`src/dmct_cfg.svh`:
```
// register offsets, field positions and reset values of the dual-mode compare timer
`ifndef DMCT_CFG_SVH
`define DMCT_CFG_SVH

`define DMCT_ADDR_W        3
`define DMCT_OFS_CTRL      3'h0
`define DMCT_OFS_FLAGS     3'h1
`define DMCT_OFS_CNT_HI    3'h2
`define DMCT_OFS_CNT_LO    3'h3
`define DMCT_OFS_CMP_HI    3'h4
`define DMCT_OFS_CMP_LO    3'h5
`define DMCT_OFS_IRQ_REQ   3'h6
`define DMCT_OFS_IRQ_ALLOW 3'h7

`define DMCT_CTRL_WIDTH    7
`define DMCT_CTRL_URATE_HI 6
`define DMCT_CTRL_URATE_LO 5
`define DMCT_CTRL_ULEVEL   4
`define DMCT_CTRL_LRATE_HI 2
`define DMCT_CTRL_LRATE_LO 1
`define DMCT_CTRL_LLEVEL   0

`define DMCT_FLG_UWRAP     7
`define DMCT_FLG_UMATCH    6
`define DMCT_FLG_UWRAPIE   5
`define DMCT_FLG_UCLREN    4
`define DMCT_FLG_LWRAP     3
`define DMCT_FLG_LMATCH    2
`define DMCT_FLG_LWRAPIE   1
`define DMCT_FLG_LCLREN    0

`define DMCT_IRQ_UPPER     1
`define DMCT_IRQ_LOWER     0

`define DMCT_RST_CNT       8'h00
`define DMCT_RST_CMP       8'hFF
`define DMCT_RST_REG       8'h00
`define DMCT_BYTE_MAX      8'hFF

`define DMCT_PRE_W         5
`define DMCT_PRE_DIV32     5'h1F
`define DMCT_PRE_DIV16     4'hF
`define DMCT_PRE_DIV4      2'h3
`define DMCT_WDIV4_LAST    2'h3
`define DMCT_EV_HOLD_W     2'h2

`endif

```
`src/dmct_pkg.sv`:
```
// types of the dual-mode compare timer
package dmct_pkg;

  // power state of the chip, one-hot
  typedef enum logic [6:0] {
    DMCT_PS_ACTIVE    = 7'h01,
    DMCT_PS_SLEEP     = 7'h02,
    DMCT_PS_WATCH     = 7'h04,
    DMCT_PS_SUBACTIVE = 7'h08,
    DMCT_PS_SUBSLEEP  = 7'h10,
    DMCT_PS_STANDBY   = 7'h20,
    DMCT_PS_MODSTBY   = 7'h40
  } dmct_power_t;

  // count clock choice of one byte counter
  typedef enum logic [1:0] {
    DMCT_RATE_DIV32 = 2'h0,
    DMCT_RATE_DIV16 = 2'h1,
    DMCT_RATE_DIV4  = 2'h2,
    DMCT_RATE_WDIV4 = 2'h3
  } dmct_rate_t;

endpackage

```
`src/dmct_byte_ctr.sv`:
```
// one 8-bit counter slice with load, clear on match and advance
`timescale 1ns/1ns
`default_nettype none
`include "dmct_cfg.svh"

module dmct_byte_ctr
  import dmct_pkg::*;
(
  input  wire logic       mclk,    // system clock
  input  wire logic       rst_b,   // synchronous reset, active low
  input  wire logic       tick,    // count enable pulse
  input  wire logic       clrHit,  // clear on compare match
  input  wire logic       load,    // software write
  input  wire logic [7:0] loadVal, // written value
  output logic      [7:0] count,   // counter value
  output logic            atMax    // counter holds all ones
);

  logic [7:0] next_count;

  // load beats clear, clear beats advance
  assign next_count = load   ? loadVal :
                      clrHit ? `DMCT_RST_CNT :
                      tick   ? count + 8'h01 : count;
  assign atMax      = (count == `DMCT_BYTE_MAX);

  // counter register
  always_ff @(posedge mclk)
  begin
    if (!rst_b)
      count <= `DMCT_RST_CNT;
    else
      count <= next_count;
  end

endmodule // dmct_byte_ctr
`default_nettype wire

```
`src/dmct_timer.sv`:
```
// dual-mode compare timer: 16-bit or two 8-bit counters with flags and toggle pins
//
// Contract
// - Overflow flag sets when the 16-bit counter wraps from all ones to zero.
// - Match pulse fires as the counter leaves the matching value; flag sets then.
// - Reset initialises registers; standby halts counting; low-power states keep contents.
// - Watch-derived count clock passes a synchroniser; one system clock error allowed.
// - In watch-class states only the watch-derived source advances the counter.
// - In 16-bit mode upper pin toggles only on a full sixteen-bit match.
// - Control write with a match pulse drives pins to the written levels.
// - Compare write in the match cycle discards that match pulse.
// - Match pulses only come with a counter clock, never while it stops.
// - 16-bit: upper match on full match; lower match on lower byte match.
// - 16-bit: upper wrap on full wrap; lower wrap on low byte wrap.
// - Counter byte write in the overflow cycle suppresses the overflow pulse.
// - 8-bit mode: each byte counter toggles its own pin on its match.
// - Watch source: interrupt source one watch cycle, event pulses two.
// - Active: request flag re-sets if cleared while interrupt source holds.
// - Active: flag clears ignored while their event pulse still holds.
// - Subactive: request and status flags clear at any time.
// - Active with watch source: counter writes ignored; reads may be off by one.
// - Subactive: counter reads and writes work even with watch source.
// - Width select zero gives one 16-bit counter; one gives two 8-bit.
// - A status flag clears on a zero write after being read as one.
// - Match with clear enable resets the matching counter to zero.
//
// Implementation choices: the placing of the registers and strobed register access.
`timescale 1ns/1ns
`default_nettype none
`include "dmct_cfg.svh"

module dmct_timer
  import dmct_pkg::*;
(
  input  wire logic                    mclk,           // system clock, 50 MHz
  input  wire logic                    rst_b,          // synchronous reset, active low
  input  wire logic                    watchClkPin,    // asynchronous watch clock
  input  wire dmct_power_t             powerState,     // chip power state
  input  wire logic [`DMCT_ADDR_W-1:0] regAddr,        // register offset
  input  wire logic [7:0]              regWdata,       // write data
  input  wire logic                    regWr,          // write strobe
  input  wire logic                    regRd,          // read strobe
  output logic      [7:0]              regRdata,       // read data, cycle after strobe
  output logic                         upperTogglePin, // upper compare output
  output logic                         lowerTogglePin, // lower compare output
  output logic                         upperIrq,       // upper interrupt request
  output logic                         lowerIrq        // lower interrupt request
);

  // register state
  logic [7:0] timerControlReg;
  logic [3:0] flagCtrlBits;      // wrap enables and clear enables
  logic [1:0] wrapFlag;          // index 1 upper, 0 lower
  logic [1:0] matchFlag;
  logic [1:0] wrapArmed;
  logic [1:0] matchArmed;
  logic [1:0] irqRequest;
  logic [1:0] irqAllow;
  logic [7:0] compareByte [2];
  logic [7:0] countByte   [2];

  // watch pin synchroniser and divider
  logic                  wSync1;
  logic                  wSync2;
  logic                  wSync3;
  logic [1:0]            wDiv;
  logic [`DMCT_PRE_W-1:0] preCnt;

  // decoded controls
  logic       wideMode;
  dmct_rate_t rateSel [2];
  logic       inActive;
  logic       runSys;
  logic       runWatch;
  logic       wEdge;
  logic       wTick4;
  logic       tick32;
  logic       tick16;
  logic       tick4;

  // per-half event wiring
  logic [1:0] srcWatch;
  logic [1:0] rawTick;
  logic [1:0] cntTick;
  logic [1:0] byteEq;
  logic [1:0] atMax;
  logic [1:0] cntWr;
  logic [1:0] cmpWr;
  logic [1:0] matchP;
  logic [1:0] wrapP;
  logic [1:0] clrHit;
  logic [1:0] irqSrc;
  logic [1:0] srcHold;
  logic [1:0] evHoldCnt [2];
  logic [1:0] wrapIe;
  logic [1:0] clrEn;
  logic [1:0] levelBit;
  logic [1:0] pinState;

  // bus decode
  logic wrCtrl;
  logic wrFlags;
  logic wrReq;
  logic wrAllow;
  logic rdFlags;
  logic [7:0] flagsView;
  logic [7:0] next_rdata;

  assign wrCtrl  = regWr && (regAddr == `DMCT_OFS_CTRL);
  assign wrFlags = regWr && (regAddr == `DMCT_OFS_FLAGS);
  assign wrReq   = regWr && (regAddr == `DMCT_OFS_IRQ_REQ);
  assign wrAllow = regWr && (regAddr == `DMCT_OFS_IRQ_ALLOW);
  assign rdFlags = regRd && (regAddr == `DMCT_OFS_FLAGS);
  assign cmpWr   = {regWr && (regAddr == `DMCT_OFS_CMP_HI),
                    regWr && (regAddr == `DMCT_OFS_CMP_LO)};

  // control fields
  assign wideMode   = ~timerControlReg[`DMCT_CTRL_WIDTH];
  assign rateSel[1] = dmct_rate_t'(timerControlReg[`DMCT_CTRL_URATE_HI:`DMCT_CTRL_URATE_LO]);
  assign rateSel[0] = dmct_rate_t'(timerControlReg[`DMCT_CTRL_LRATE_HI:`DMCT_CTRL_LRATE_LO]);
  assign levelBit   = {timerControlReg[`DMCT_CTRL_ULEVEL], timerControlReg[`DMCT_CTRL_LLEVEL]};
  assign wrapIe     = {flagCtrlBits[3], flagCtrlBits[1]};
  assign clrEn      = {flagCtrlBits[2], flagCtrlBits[0]};

  // power state qualifiers
  assign inActive = (powerState == DMCT_PS_ACTIVE);
  assign runSys   = inActive || (powerState == DMCT_PS_SLEEP);
  assign runWatch = runSys || (powerState == DMCT_PS_WATCH) ||
                    (powerState == DMCT_PS_SUBACTIVE) || (powerState == DMCT_PS_SUBSLEEP);

  // watch clock pin synchroniser, first stage feeds only the second
  always_ff @(posedge mclk)
  begin
    if (!rst_b)
    begin
      wSync1 <= 1'b0;
      wSync2 <= 1'b0;
      wSync3 <= 1'b0;
    end
    else
    begin
      wSync1 <= watchClkPin;
      wSync2 <= wSync1;
      wSync3 <= wSync2;
    end
  end

  // watch edge and divide-by-four enable
  assign wEdge  = wSync2 & ~wSync3;
  assign wTick4 = wEdge && (wDiv == `DMCT_WDIV4_LAST);

  // watch divider and system prescaler
  always_ff @(posedge mclk)
  begin
    if (!rst_b)
    begin
      wDiv   <= 2'h0;
      preCnt <= '0;
    end
    else
    begin
      if (wEdge)
        wDiv <= wDiv + 2'h1;
      preCnt <= preCnt + 5'h01;
    end
  end

  assign tick32 = (preCnt == `DMCT_PRE_DIV32);
  assign tick16 = (preCnt[3:0] == `DMCT_PRE_DIV16);
  assign tick4  = (preCnt[1:0] == `DMCT_PRE_DIV4);

  // per-half count enables and event pulses
  genvar gi;
  generate
    for (gi = 0; gi < 2; gi++)
    begin : g_half
      logic [1:0] effRate;
      logic       sysTick;

      // in wide mode both halves follow the lower rate
      assign effRate      = (wideMode && gi == 1) ? rateSel[0] : rateSel[gi];
      assign srcWatch[gi] = (effRate == DMCT_RATE_WDIV4);
      assign sysTick      = (effRate == DMCT_RATE_DIV32) ? tick32 :
                            (effRate == DMCT_RATE_DIV16) ? tick16 : tick4;
      // standby halts, watch-class states need the watch source
      assign rawTick[gi]  = srcWatch[gi] ? (wTick4 && runWatch)
                                         : (sysTick && runSys);
      assign byteEq[gi]   = (countByte[gi] == compareByte[gi]);
      // counter writes locked out in active with watch source
      assign cntWr[gi]    = regWr && !(inActive && srcWatch[gi]) &&
                            (regAddr == ((gi == 1) ? `DMCT_OFS_CNT_HI : `DMCT_OFS_CNT_LO));
      assign irqSrc[gi]   = matchP[gi] | (wrapP[gi] & wrapIe[gi]);

      dmct_byte_ctr u_ctr (
        .mclk    (mclk),
        .rst_b   (rst_b),
        .tick    (cntTick[gi]),
        .clrHit  (clrHit[gi]),
        .load    (cntWr[gi]),
        .loadVal (regWdata),
        .count   (countByte[gi]),
        .atMax   (atMax[gi])
      );

      // watch-source pulse widths for flag clear blocking
      always_ff @(posedge mclk)
      begin
        if (!rst_b)
        begin
          evHoldCnt[gi] <= 2'h0;
          srcHold[gi]   <= 1'b0;
        end
        else if ((matchP[gi] | wrapP[gi]) && srcWatch[gi])
        begin
          evHoldCnt[gi] <= `DMCT_EV_HOLD_W;
          srcHold[gi]   <= irqSrc[gi];
        end
        else if (wEdge)
        begin
          if (evHoldCnt[gi] != 2'h0)
            evHoldCnt[gi] <= evHoldCnt[gi] - 2'h1;
          srcHold[gi] <= 1'b0;
        end
      end

      // sticky flags, set wins over clear
      always_ff @(posedge mclk)
      begin
        if (!rst_b)
        begin
          wrapFlag[gi]   <= 1'b0;
          matchFlag[gi]  <= 1'b0;
          wrapArmed[gi]  <= 1'b0;
          matchArmed[gi] <= 1'b0;
          irqRequest[gi] <= 1'b0;
        end
        else
        begin
          if (wrapP[gi])
            wrapFlag[gi] <= 1'b1;
          else if (wrFlags && !regWdata[gi ? `DMCT_FLG_UWRAP : `DMCT_FLG_LWRAP] &&
                   wrapArmed[gi] && !(inActive && evHoldCnt[gi] != 2'h0))
            wrapFlag[gi] <= 1'b0;
          if (matchP[gi])
            matchFlag[gi] <= 1'b1;
          else if (wrFlags && !regWdata[gi ? `DMCT_FLG_UMATCH : `DMCT_FLG_LMATCH] &&
                   matchArmed[gi] && !(inActive && evHoldCnt[gi] != 2'h0))
            matchFlag[gi] <= 1'b0;
          // arm on a read showing one, disarm after any flag write
          if (rdFlags)
          begin
            wrapArmed[gi]  <= wrapFlag[gi];
            matchArmed[gi] <= matchFlag[gi];
          end
          else if (wrFlags)
          begin
            wrapArmed[gi]  <= 1'b0;
            matchArmed[gi] <= 1'b0;
          end
          // held source re-sets the request in active only
          if (irqSrc[gi] || (srcHold[gi] && inActive))
            irqRequest[gi] <= 1'b1;
          else if (wrReq && !regWdata[gi])
            irqRequest[gi] <= 1'b0;
        end
      end

      // toggle pin: control write loads level, match toggles
      always_ff @(posedge mclk)
      begin
        if (!rst_b)
          pinState[gi] <= 1'b0;
        else if (wrCtrl)
          pinState[gi] <= regWdata[gi ? `DMCT_CTRL_ULEVEL : `DMCT_CTRL_LLEVEL];
        else if (matchP[gi])
          pinState[gi] <= ~pinState[gi];
      end
    end
  endgenerate

  // counter chaining: upper advances on lower carry in wide mode
  assign cntTick[0] = rawTick[0];
  assign cntTick[1] = wideMode ? (rawTick[0] & atMax[0]) : rawTick[1];

  // match pulses, only with a count clock, dropped on compare write
  assign matchP[0] = rawTick[0] & byteEq[0] & ~cmpWr[0];
  assign matchP[1] = wideMode ? (rawTick[0] & (&byteEq) & ~(|cmpWr))
                              : (rawTick[1] & byteEq[1] & ~cmpWr[1]);

  // wrap pulses, suppressed by a coincident counter write
  assign wrapP[0] = rawTick[0] & atMax[0] & ~cntWr[0];
  assign wrapP[1] = wideMode ? (rawTick[0] & (&atMax) & ~(|cntWr))
                             : (rawTick[1] & atMax[1] & ~cntWr[1]);

  // clear on match: whole word by upper enable in wide mode
  assign clrHit[1] = matchP[1] & clrEn[1];
  assign clrHit[0] = wideMode ? (matchP[1] & clrEn[1]) : (matchP[0] & clrEn[0]);

  // upper pin toggles on full match only in wide mode
  assign upperTogglePin = pinState[1];
  assign lowerTogglePin = pinState[0];
  assign upperIrq       = irqRequest[1] & irqAllow[1];
  assign lowerIrq       = irqRequest[0] & irqAllow[0];

  // plain software registers
  always_ff @(posedge mclk)
  begin
    if (!rst_b)
    begin
      timerControlReg <= `DMCT_RST_REG;
      flagCtrlBits    <= 4'h0;
      irqAllow        <= 2'h0;
      compareByte[0]  <= `DMCT_RST_CMP;
      compareByte[1]  <= `DMCT_RST_CMP;
    end
    else
    begin
      if (wrCtrl)
        timerControlReg <= regWdata;
      if (wrFlags)
        flagCtrlBits <= {regWdata[`DMCT_FLG_UWRAPIE], regWdata[`DMCT_FLG_UCLREN],
                         regWdata[`DMCT_FLG_LWRAPIE], regWdata[`DMCT_FLG_LCLREN]};
      if (wrAllow)
        irqAllow <= regWdata[1:0];
      if (cmpWr[1])
        compareByte[1] <= regWdata;
      if (cmpWr[0])
        compareByte[0] <= regWdata;
    end
  end

  // read mux
  assign flagsView = {wrapFlag[1], matchFlag[1], flagCtrlBits[3:2],
                      wrapFlag[0], matchFlag[0], flagCtrlBits[1:0]};
  always_comb
  begin
    unique case (regAddr)
      `DMCT_OFS_CTRL:      next_rdata = timerControlReg;
      `DMCT_OFS_FLAGS:     next_rdata = flagsView;
      `DMCT_OFS_CNT_HI:    next_rdata = countByte[1];
      `DMCT_OFS_CNT_LO:    next_rdata = countByte[0];
      `DMCT_OFS_CMP_HI:    next_rdata = compareByte[1];
      `DMCT_OFS_CMP_LO:    next_rdata = compareByte[0];
      `DMCT_OFS_IRQ_REQ:   next_rdata = {6'h00, irqRequest};
      `DMCT_OFS_IRQ_ALLOW: next_rdata = {6'h00, irqAllow};
    endcase
  end

  // read data register, valid the cycle after the strobe
  always_ff @(posedge mclk)
  begin
    if (!rst_b)
      regRdata <= 8'h00;
    else if (regRd)
      regRdata <= next_rdata;
  end

endmodule // dmct_timer
`default_nettype wire

```
`config.mk`:
```
export PLATFORM = sky130hd
export DESIGN_NAME = dmct_timer
export DESIGN_NICKNAME = d
export VERILOG_FILES = /design/src/dmct_pkg.sv /design/src/dmct_byte_ctr.sv /design/src/dmct_timer.sv
export VERILOG_INCLUDE_DIRS = /design/src
export SDC_FILE = /design/constraint.sdc
export NUM_CORES = 1
export LEC_CHECK = 0
export BUFFER_PORTS_ARGS = -buffer_cell sky130_fd_sc_hd__buf_4
export CAP_MARGIN = 20
export CORE_UTILIZATION = 50
export CTS_CLUSTER_DIAMETER = 50
export DETAILED_ROUTE_END_ITERATION = 8
export PLACE_DENSITY = 0.77
export SLEW_MARGIN = 20
export SYNTH_ARGS = -nofsm -noshare
export SYNTH_HDL_FRONTEND = slang
export SYNTH_HIERARCHICAL = 1
export SYNTH_SLANG_ARGS = --single-unit
```
`constraint.sdc`:
```
create_clock -name mclk -period 4.65 [get_ports mclk]
set_input_delay 0.93 -clock mclk [delete_from_list [all_inputs] [get_ports mclk]]
set_output_delay 0.93 -clock mclk [all_outputs]
set_load 0.1 [all_outputs]
```
# ---- After elaboration in Yosys (flattened, before gate mapping)
# Memory sizes are Yosys's and may differ from the RTL's.
# Index checks and enable logic that the tools add are counted.
# Widths: inputs -> output; s select.
dict set report op_classes {
  eq_ne 24
  reduce_logical 75
  n_bitwise 38
  add_sub_neg 6
  mux 71
}
# operator n
set op_table {}
lappend op_table {{$mux 8} 8}
lappend op_table {{$pmux 8 s8} 1}
lappend op_table {{$mux 1} 57}
lappend op_table {{$logic_and 1x1->1} 37}
lappend op_table {{$reduce_bool 2->1} 13}
lappend op_table {{$and 1x1->1} 19}
lappend op_table {{$add 8x1->8 const B} 2}
lappend op_table {{$eq 8x8->1} 2}
lappend op_table {{$eq 8x8->1 const B} 2}
lappend op_table {{$eq 3x3->1 const B} 4}
lappend op_table {{$logic_not 1->1} 10}
lappend op_table {{$mux 2} 5}
lappend op_table {{$or 1x1->1} 10}
lappend op_table {{$not 1->1} 9}
lappend op_table {{$eq 2x2->1 const B} 4}
lappend op_table {{$eq 7x1->1 const B} 1}
lappend op_table {{$eq 7x2->1 const B} 1}
lappend op_table {{$eq 7x3->1 const B} 1}
lappend op_table {{$eq 7x4->1 const B} 1}
lappend op_table {{$eq 7x5->1 const B} 1}
lappend op_table {{$eq 3x2->1 const B} 2}
lappend op_table {{$logic_or 1x1->1} 6}
lappend op_table {{$reduce_bool 3->1} 2}
lappend op_table {{$add 5x1->5 const B} 1}
lappend op_table {{10 further kinds} 15}
dict set report totals {
  n_memories 2
  ram_bits 20
  regBits 62
}
# name depth word_bits rd rd_ports_with_merged_regs write_ports line
set mem_list {}
lappend mem_list {compareByte 2 8 2 0 2 dmct_timer.sv:59} ;# logic [7:0] compareByte [2];
lappend mem_list {evHoldCnt 2 2 2 0 2 dmct_timer.sv:94} ;# logic [1:0] evHoldCnt [2];

# ---- Longest topological paths before layout
# Gate-level depths: netlist of the first run.
dict set report logic_depth {
  ltp_word 17
  ltp_mapped 11
  ltp_nobuf 11
}

# ---- Hierarchy
# Netlist of the first run, hierarchy kept.
# module seq_area_each_um2 area_each_um2 instances cells_each
set modules_own_cells {}
lappend modules_own_cells {dmct_timer 1521.5 3663.5 1 399}
lappend modules_own_cells {dmct_byte_ctr 160.2 531.8 2 59}

# ---- Least setup slack after synthesis of the first run
# No wires, ideal clock.
dict set report synth_timing {
  path_kind {input-to-reg}
  startpoint {in powerState[2]}
  endpoint {reg g_half[1].u_ctr.count[3]}
  t_required_ps 4531
  setup_slack_ps 1131
  t_arrival_ps 3400
  cell_stages 9
  cell_sequence {or4_4 -> or3_4 -> a211oi_4 -> o211a_2 -> or2_1 -> and3_1 -> nor2_2 -> a21boi_1 -> o221a_2}
}
dict set report synth_between {
  elab_chain_len 13
  word_cells_on_any_way 29
}
# item line
set synth_lines {}
lappend synth_lines {{from (decl)} dmct_timer.sv:38} ;# input wire dmct_power_t powerState,
lappend synth_lines {{$eq 7x1->1 or $eq 7x2->1 (tied branches)} {dmct_timer.sv:126, dmct_timer.sv:127}}
lappend synth_lines {{$logic_or 1x1->1} dmct_timer.sv:127} ;# assign runSys = inActive || (powerState == DMCT_PS_SLEEP);
lappend synth_lines {{$logic_or 1x1->1 (2 in a row)} dmct_timer.sv:128} ;# assign runWatch = runSys || (powerState == DMCT_PS_WATCH) ||
lappend synth_lines {{$logic_or 1x1->1} dmct_timer.sv:129} ;# (powerState == DMCT_PS_SUBACTIVE) || (powerState == DMCT_PS_SUBSLEEP);
lappend synth_lines {{$logic_and 1x1->1} dmct_timer.sv:186} ;# assign rawTick[gi] = srcWatch[gi] ? (wTick4 && runWatch)
lappend synth_lines {{$mux 1} dmct_timer.sv:186}
lappend synth_lines {{$and 1x1->1, on equally long branches (2 in a row)} {dmct_timer.sv:287, dmct_timer.sv:288}}
lappend synth_lines {{$mux 1 (*)} dmct_timer.sv:287} ;# assign matchP[1] = wideMode ? (rawTick[0] & (&byteEq) & ~(|cmpWr))
lappend synth_lines {{$and 1x1->1 (*)} dmct_timer.sv:296} ;# assign clrHit[1] = matchP[1] & clrEn[1];
lappend synth_lines {{named net clrHit[1]} dmct_timer.sv:91} ;# logic [1:0] clrHit;
lappend synth_lines {{$mux 8} dmct_byte_ctr.sv:23} ;# clrHit ? `DMCT_RST_CNT :
lappend synth_lines {{$mux 8} dmct_byte_ctr.sv:22} ;# assign next_count = load ? loadVal :
lappend synth_lines {{to (signal assigned)} dmct_byte_ctr.sv:31} ;# count <= `DMCT_RST_CNT;
lappend synth_lines {{to (signal assigned)} dmct_byte_ctr.sv:33} ;# count <= next_count;
lappend synth_lines {{to (decl)} dmct_byte_ctr.sv:15} ;# output logic [7:0] count,
# The timed path passes the listed nets; every way through them passes the cells marked *.
# A chain may end at the register's enable or synchronous reset.

# ---- Final worst setup path of the first run
# Same ends and word-level chain as after synthesis.

==> results.sh, run 1 <==
export IMPL_yosys_area_top_type_share_pct=26.3
export IMPL_grt_max_degree=49
export IMPL_grtUsageMet1_pct=37.6
export IMPL_cts_buffers=9
export IMPL_root_buffer="clkbuf_8"
export IMPL_hp_class="flop to flop"
export IMPL_min_path_cells=1
export IMPL_dieArea_sq_um=9850
export IMPL_synth_area_leaders="dfxtp_1 26%, edfxtp_1 13%, mux2i_1 4.4%, a21oi_1 4.0%, nor2_1 3.4%"
export IMPL_drc=1
export IMPL_cp_depth=10
export IMPL_vias=4183
export IMPL_vias_per_cell=6.39
export IMPL_ys_ff_latch=82
export IMPL_critPathTopFamily="simple AND/OR/NAND/NOR gates"
export IMPL_worst_pin_slew_ns=0.753
export IMPL_worstSkewPairLatency_ns=0.36
export IMPL_tns_ns=0
export IMPL_cp_slowest_cell="or4_4"
export IMPL_dpl_hpwl_microns=9160
export IMPL_hp_start="wSync1$_SDFF_PN0_"
export IMPL_finalNetCount=569
export IMPL_grt_usage_pct=27.0
export IMPL_rsz0062_at_grt="false"
export IMPL_area_growth_synth_to_final_pct=10.2
export IMPL_grt_first_pass_wirelength_microns=20500
export IMPL_clock_sinks=82
export IMPL_drv_slew=0
export IMPL_grt_util_met2_pct=41.2
export IMPL_max_cap_violations=0
export IMPL_post_cts_repair_setup_buffers=0
export IMPL_cellPowerDensity_nw_per_um2=299
export IMPL_ys_seq_area_share_pct=39.0
export IMPL_status="complete, but fails checks"
export IMPL_r2r_start="timerControlReg[7]$_SDFFE_PN0P_"
export IMPL_grt_overflow=0
export IMPL_synth_async_sr_flop_share_pct=0
export IMPL_dieHeight_microns=99.2
export IMPL_holdPathEnd="wSync2$_SDFF_PN0_"
export IMPL_io_pins=35
export IMPL_hold_viol_final=0
export IMPL_htree_levels=3
export IMPL_numPortBuffers=34
export IMPL_vdd_ir_drop_worst_uv=130
export IMPL_drt_iter0_drc=480
export IMPL_layout_cells_non_filler=655
export IMPL_crit_arrival_ns=3.80
export IMPL_crit_buf_inv=1
export IMPL_rr_endpoint="g_half[1].u_ctr/count[3]$_SDFFE_PN0P_"
export IMPL_dp_slack_ns=0.803
export IMPL_setup_violations_final=0
export IMPL_setup_slack_ns=1.10
export IMPL_reg2reg_setup_slack_ns=1.45
export IMPL_rr_worst_depth=9
export IMPL_cp_slowest_stage_delay_ns=0.56
export IMPL_fp_dieW_microns=99.2
export IMPL_top_usage_layer="met2"
export IMPL_crit_type="input port to flop"
export IMPL_wl_per_cell_microns=19.7
export IMPL_grt_pass1_vias=3809
export IMPL_synthFlopType="dfxtp_1"
export IMPL_ant_nets=0
export IMPL_yosysWarnings=6
export IMPL_core_sq_um=9200
export IMPL_drt_wl_total_microns=12900
export IMPL_postCtsHoldBufs=0
export IMPL_synth_edf_count=20
export IMPL_clock_path_buffers=2
export IMPL_violations="design-rule violations"
export IMPL_cts_tree="built"
export IMPL_clk_pin_slew_ns=0.08
export IMPL_ctsResizeCount=0
export IMPL_dp_cells=639
export IMPL_use_met3_pct=5.20
export IMPL_antenna_cells=0
export IMPL_cp_end_kind="flop"
export IMPL_antenna_found_initial=0
export IMPL_p_leak_nw=1.97
export IMPL_period_share_pct=76.3
export IMPL_syn_inst=517
export IMPL_n_fill_cell=824
export IMPL_synth_top_area_cell="dfxtp_1"
export IMPL_syn_avg_cell_area_sq_um=9.14
export IMPL_drive_gt1_share_pct=16.9
export IMPL_cp_cell_sequence="buf_4, or4_4, or3_4, a211oi_1, a41o_1, or2_1, and3_1, nor2_2, a21boi_1, o221a_2"
export IMPL_synth_nets=547
export IMPL_finalWeightedCongestion=0.936
export IMPL_yosysUniqueCellTypes=74
export IMPL_syn_cell_area_sq_um=4730
export IMPL_placementRows=35
export IMPL_initial_core_util_pct=51.4
export IMPL_required_ns=4.90
export IMPL_drt_first_pass_iters=7
export IMPL_max_freq_mhz=282
export IMPL_max_slew_margin_rel_pct=49.7
export IMPL_crit_fanout=11
export IMPL_min_period_ns=3.55
export IMPL_finalClockSkew_ns=0.0115
export IMPL_cp_start_kind="input port"
cells in the mapped netlist, drive strengths merged (9+ instances only):
library cell / number
a211oi: 11
a21oi: 38
and2: 12
and3: 10
buf: 12
clkbuf: 15
dfxtp: 62
edfxtp: 20
inv: 12
mux2i: 21
nand2: 39
nand2b: 15
nand3: 25
nand4: 9
nor2: 45
o211ai: 11
o21ai: 20
or2: 10
xnor2: 11
xor2: 13
power by group:
part           internal, mW  total, mW  switching, mW
clock network         0.314      0.583          0.270
logic                0.0639      0.193          0.129
registers             0.756      0.779         0.0232
final cells by class:
class / instances / area, sq um / share of cell area, %
clock inverters: 5 / 53.8 / 1.03
repair buffers: 38 / 285 / 5.48
flip-flops and latches: 82 / 1840 / 35.4
inverters: 12 / 45.0 / 0.865
multi-input cells: 396 / 2670 / 51.2
well taps: 111 / 139 / 2.67
clock buffers: 11 / 174 / 3.34
per-layer routing:
| layer | vias to the layer above | part of all wire (%) |
|---|---|---|
| met2 | 235 | 45 |
| li1 | 1965 | - |
| met5 | - | 0 |
| met3 | 44 | 8.0 |
| met4 | 0 | 3.4 |
| met1 | 1939 | 44 |
cell usage in the layout, fill, tap and decap left out, types with 5 or more instances in the layout:
cell,count
dfxtp_1,62
nor2_1,43
nand2_1,39
a21oi_1,38
buf_4,38
nand3_1,25
mux2i_1,21
edfxtp_1,20
o21ai_0,15
nand2b_1,15
xor2_1,13
inv_1,12
and2_1,12
xnor2_1,11
a211oi_1,10
or2_2,9
o211ai_1,9
nand4_1,9
clkbuf_8,9
and3_1,8
a22oi_1,7
o2111ai_1,7
ha_1,7
nor4_1,6
nor2b_1,5
o221ai_1,5
nand3b_1,5
kinds of logic (layout without fill, tap and decap cells):
logic type	after synthesis	count (layout)	synth area share [%]
AO/OA/AOI/OAI	136	136	20.9
XOR/XNOR	24	24	4.45
adder cells (fa/ha/maj)	7	7	1.85
buffers and inverters	39	66	4.71
flip-flops	82	82	39.0
multiplexers	24	24	5.40
AND/OR/NAND/NOR	205	205	23.7
sequential cells by signal, summed over array words and instances (netlist names):
signal and flops:
compareByte 16, evHoldCnt 4, flagCtrlBits 4, flagsView 4, g_half.u_ctr/count 16, irqAllow 2
irqRequest 2, lowerTogglePin 1, matchArmed 2, preCnt 5, regRdata 8, srcHold 2
timerControlReg 8, upperTogglePin 1, wDiv 2, wSync1 1, wSync2 1, wSync3 1
wrapArmed 2
worst max path at each step:
stage | end | from | slack [ns]
after floorplan | g_half[1].u_ctr/count[3]$_SDFFE_PN0P_ | powerState[2] | 1.13
after global placement | g_half[1].u_ctr/count[3]$_SDFFE_PN0P_ | powerState[2] | 0.87
after detailed placement | g_half[1].u_ctr/count[3]$_SDFFE_PN0P_ | powerState[2] | 0.80
after CTS | g_half[1].u_ctr/count[3]$_SDFFE_PN0P_ | powerState[2] | 1.17
after global routing | g_half[1].u_ctr/count[3]$_SDFFE_PN0P_ | powerState[2] | 0.95
final | g_half[1].u_ctr/count[3]$_SDFFE_PN0P_ | powerState[2] | 1.10
worst register-to-register path, delay by kind of cell, from the launching register on:
family	cells	cell delay, ns
buffers and inverters	1	0.26
multiplexers	1	0.38
AND/OR/NAND/NOR	3	0.89
flip-flops	1	0.62
AO/OA/AOI/OAI	4	1.01
through the flow:
stage          area (sq um)  total power, mW  hold WS (ns)  utilization (%)
2_1_floorplan          4730            0.924         0.412                -
3_3_place_gp           4980            0.980         0.416             54.1
3_5_place_dp           4980            0.984         0.428             54.1
4_1_cts                5210             1.56         0.448             56.6
5_1_grt                5210             1.61         0.453             56.6
6_report               5210             1.55         0.443             56.6
Power figures use the tool's default switching activity.
==> run 2, diff against run 1 <==
--- a/config.mk
+++ b/config.mk
@@ -11,7 +11,7 @@
 export CORE_UTILIZATION = 50
 export CTS_CLUSTER_DIAMETER = 50
 export DETAILED_ROUTE_END_ITERATION = 8
-export PLACE_DENSITY = 0.77
+export PLACE_DENSITY = 0.8
 export SLEW_MARGIN = 20
 export SYNTH_ARGS = -nofsm -noshare
 export SYNTH_HDL_FRONTEND = slang
==> constraint.sdc (replaced) <==
create_clock -name mclk -period 3.14 [get_ports mclk]
set_input_delay 0.628 -clock mclk [delete_from_list [all_inputs] [get_ports mclk]]
set_output_delay 0.628 -clock mclk [all_outputs]
set_load 0.1 [all_outputs]
==> run 2 against run 1 <==
  * The run still ends with design-rule violations left
  * Global-route usage up 1.1 points
  * First-iteration DRC count down 18%
  * Power up 41%
  * Via count up 5.1%
  * Clock-buffer cell count up 4
  * Sequential share of layout area down 1.3 points
  * Combinational power up 55%
  * Cell area up 3.7%
==> results.sh, run 2 (same netlist as run 1, synthesis figures left out) <==
export IMPL_status="complete, but fails checks"
export IMPL_violations="design-rule violations"
export IMPL_cellPowerDensity_nw_per_um2=407
export IMPL_vias_per_cell=6.43
export IMPL_finalNetCount=598
export IMPL_vdd_ir_drop_worst_uv=169
export IMPL_drc=2
export IMPL_ant_nets=0
export IMPL_htree_levels=3
export IMPL_rsz0062_at_grt="false"
export IMPL_dpl_hpwl_microns=9570
export IMPL_whs_ns=0.443
export IMPL_finalWeightedCongestion=0.946
export IMPL_placementRows=35
export IMPL_p_total_mw=2.19
export IMPL_crit_type="flop to flop"
export IMPL_critPathTopFamily="compound AO/OA/AOI/OAI gates"
export IMPL_vias=4396
export IMPL_grt_pass1_vias=4103
export IMPL_wl_met2_microns=6270
export IMPL_crit_arrival_ns=3.22
export IMPL_hp_class="flop to flop"
export IMPL_placed_cell_area_sq_um=5210
export IMPL_cp_end_kind="flop"
export IMPL_crit_fanout=6
export IMPL_initial_core_util_pct=51.4
export IMPL_fp_dieW_microns=99.2
export IMPL_n_fill_cell=813
export IMPL_hold_viol_final=0
export IMPL_layout_commonest_cell="buf_4"
export IMPL_core_sq_um=9200
export IMPL_clk_pin_slew_ns=0.08
export IMPL_required_ns=3.40
export IMPL_grt_overflow=0
export IMPL_dp_cells=667
export IMPL_grt_first_pass_wirelength_microns=21300
export IMPL_dieArea_sq_um=9850
export IMPL_clock_path_buffers=2
export IMPL_drt_iter0_drc=395
export IMPL_clock_sinks=82
export IMPL_drive_gt1_share_pct=20.9
export IMPL_crit_buf_inv=2
export IMPL_cp_slowest_stage_delay_ns=0.33
export IMPL_drt_first_pass_iters=8
export IMPL_worst_pin_slew_ns=0.836
export IMPL_antenna_cells=0
export IMPL_drt_wl_total_microns=13500
export IMPL_drv_slew=0
export IMPL_cp_cell_sequence="ha_1, and3_1, ha_1, a22oi_1, nor3_4, buf_4, or2_2, a31o_2, buf_4, nor3_2, o21ba_1, o221a_1"
export IMPL_max_freq_mhz=337
export IMPL_postCtsHoldBufs=0
export IMPL_root_buffer="clkbuf_8"
export IMPL_cp_start_kind="flop"
export IMPL_antenna_found_initial=0
export IMPL_cts_buffers=9
export IMPL_met3_length_microns=974
export IMPL_cts_tree="built"
export IMPL_grt_max_degree=49
export IMPL_post_cts_repair_setup_buffers=0
export IMPL_utilization_pct=58.7
export IMPL_reg_top3="compareByte: 16 flops, g_half.u_ctr/count: 16 flops"
export IMPL_io_pins=35
export IMPL_worstSkewPairLatency_ns=0.37
export IMPL_area_growth_synth_to_final_pct=14.2
export IMPL_min_period_ns=2.96
export IMPL_finish_instance_area_sq_um=5400
export IMPL_dieHeight_microns=99.2
export IMPL_max_cap_violations=0
export IMPL_cp_slowest_cell="dfxtp_1"
export IMPL_finalClockSkew_ns=0.0118
export IMPL_wl_per_cell_microns=19.7
export IMPL_setup_violations_final=0
export IMPL_ctsResizeCount=0
export IMPL_layout_cells_non_filler=684
export IMPL_max_slew_margin_rel_pct=44.2
export IMPL_p_leak_nw=2.09
export IMPL_numPortBuffers=34
export IMPL_wl_met1_microns=5710
export IMPL_top_layer="met4"
export IMPL_grt_usage_pct=28.1
export IMPL_period_share_pct=94.4
export IMPL_final_cell_mix="66 x buf_4, 62 x dfxtp_1, 43 x nor2_1"
## run 2: worst reg2reg max path, stage by stage, from the launching register on
cell and delay, ns:
dfxtp_1 0.33, ha_1 0.25, and3_1 0.20, ha_1 0.19
a22oi_1 0.32, nor3_4 0.09, buf_4 0.15, or2_2 0.29
a31o_2 0.29, buf_4 0.17, nor3_2 0.16, o21ba_1 0.19
o221a_1 0.24
## run 2: per-stage QoR
step                      setup WS, ns  setup TNS, ns
after floorplan                -0.0132        -0.0178
after global placement          0.0137              0
after detailed placement       -0.0495        -0.0893
after CTS                        0.178              0
after global routing            0.0506              0
final                            0.176              0
## run 2: metal layers
metal | vias to the layer above | global-route usage (%)
li1 | 2025 | -
met4 | 0 | 15.6
met5 | - | 0
met1 | 2100 | 36.9
met2 | 227 | 44.1
met3 | 44 | 4.57
## run 2: final cells by class
type / instances / area, sq um / share of cell area, %
flip-flops and latches: 82 / 1840 / 34.1
clock inverters: 1 / 6.26 / 0.116
multi-input cells: 396 / 2690 / 49.7
well taps: 111 / 139 / 2.57
inverters: 12 / 45.0 / 0.834
repair buffers: 67 / 500 / 9.27
clock buffers: 15 / 181 / 3.36
## run 2: report_power, final
| group | total (mW) | switching [mW] | internal, mW |
|---|---|---|---|
| combinational | 0.299 | 0.198 | 0.101 |
| sequential | 1.15 | 0.0321 | 1.12 |
| clock | 0.745 | 0.376 | 0.368 |
## run 2: worst paths after layout
path                                      startpoint                                    end  slack (ns)  cells after the start
worst min register to register     wSync1$_SDFF_PN0_                      wSync2$_SDFF_PN0_        0.44                      1
worst max register to register  preCnt[0]$_SDFF_PN0_  g_half[1].u_ctr/count[4]$_SDFFE_PN0P_        0.18                     12
worst max-delay path            preCnt[0]$_SDFF_PN0_  g_half[1].u_ctr/count[4]$_SDFFE_PN0P_        0.18                     12
worst min-delay path               wSync1$_SDFF_PN0_                      wSync2$_SDFF_PN0_        0.44                      1
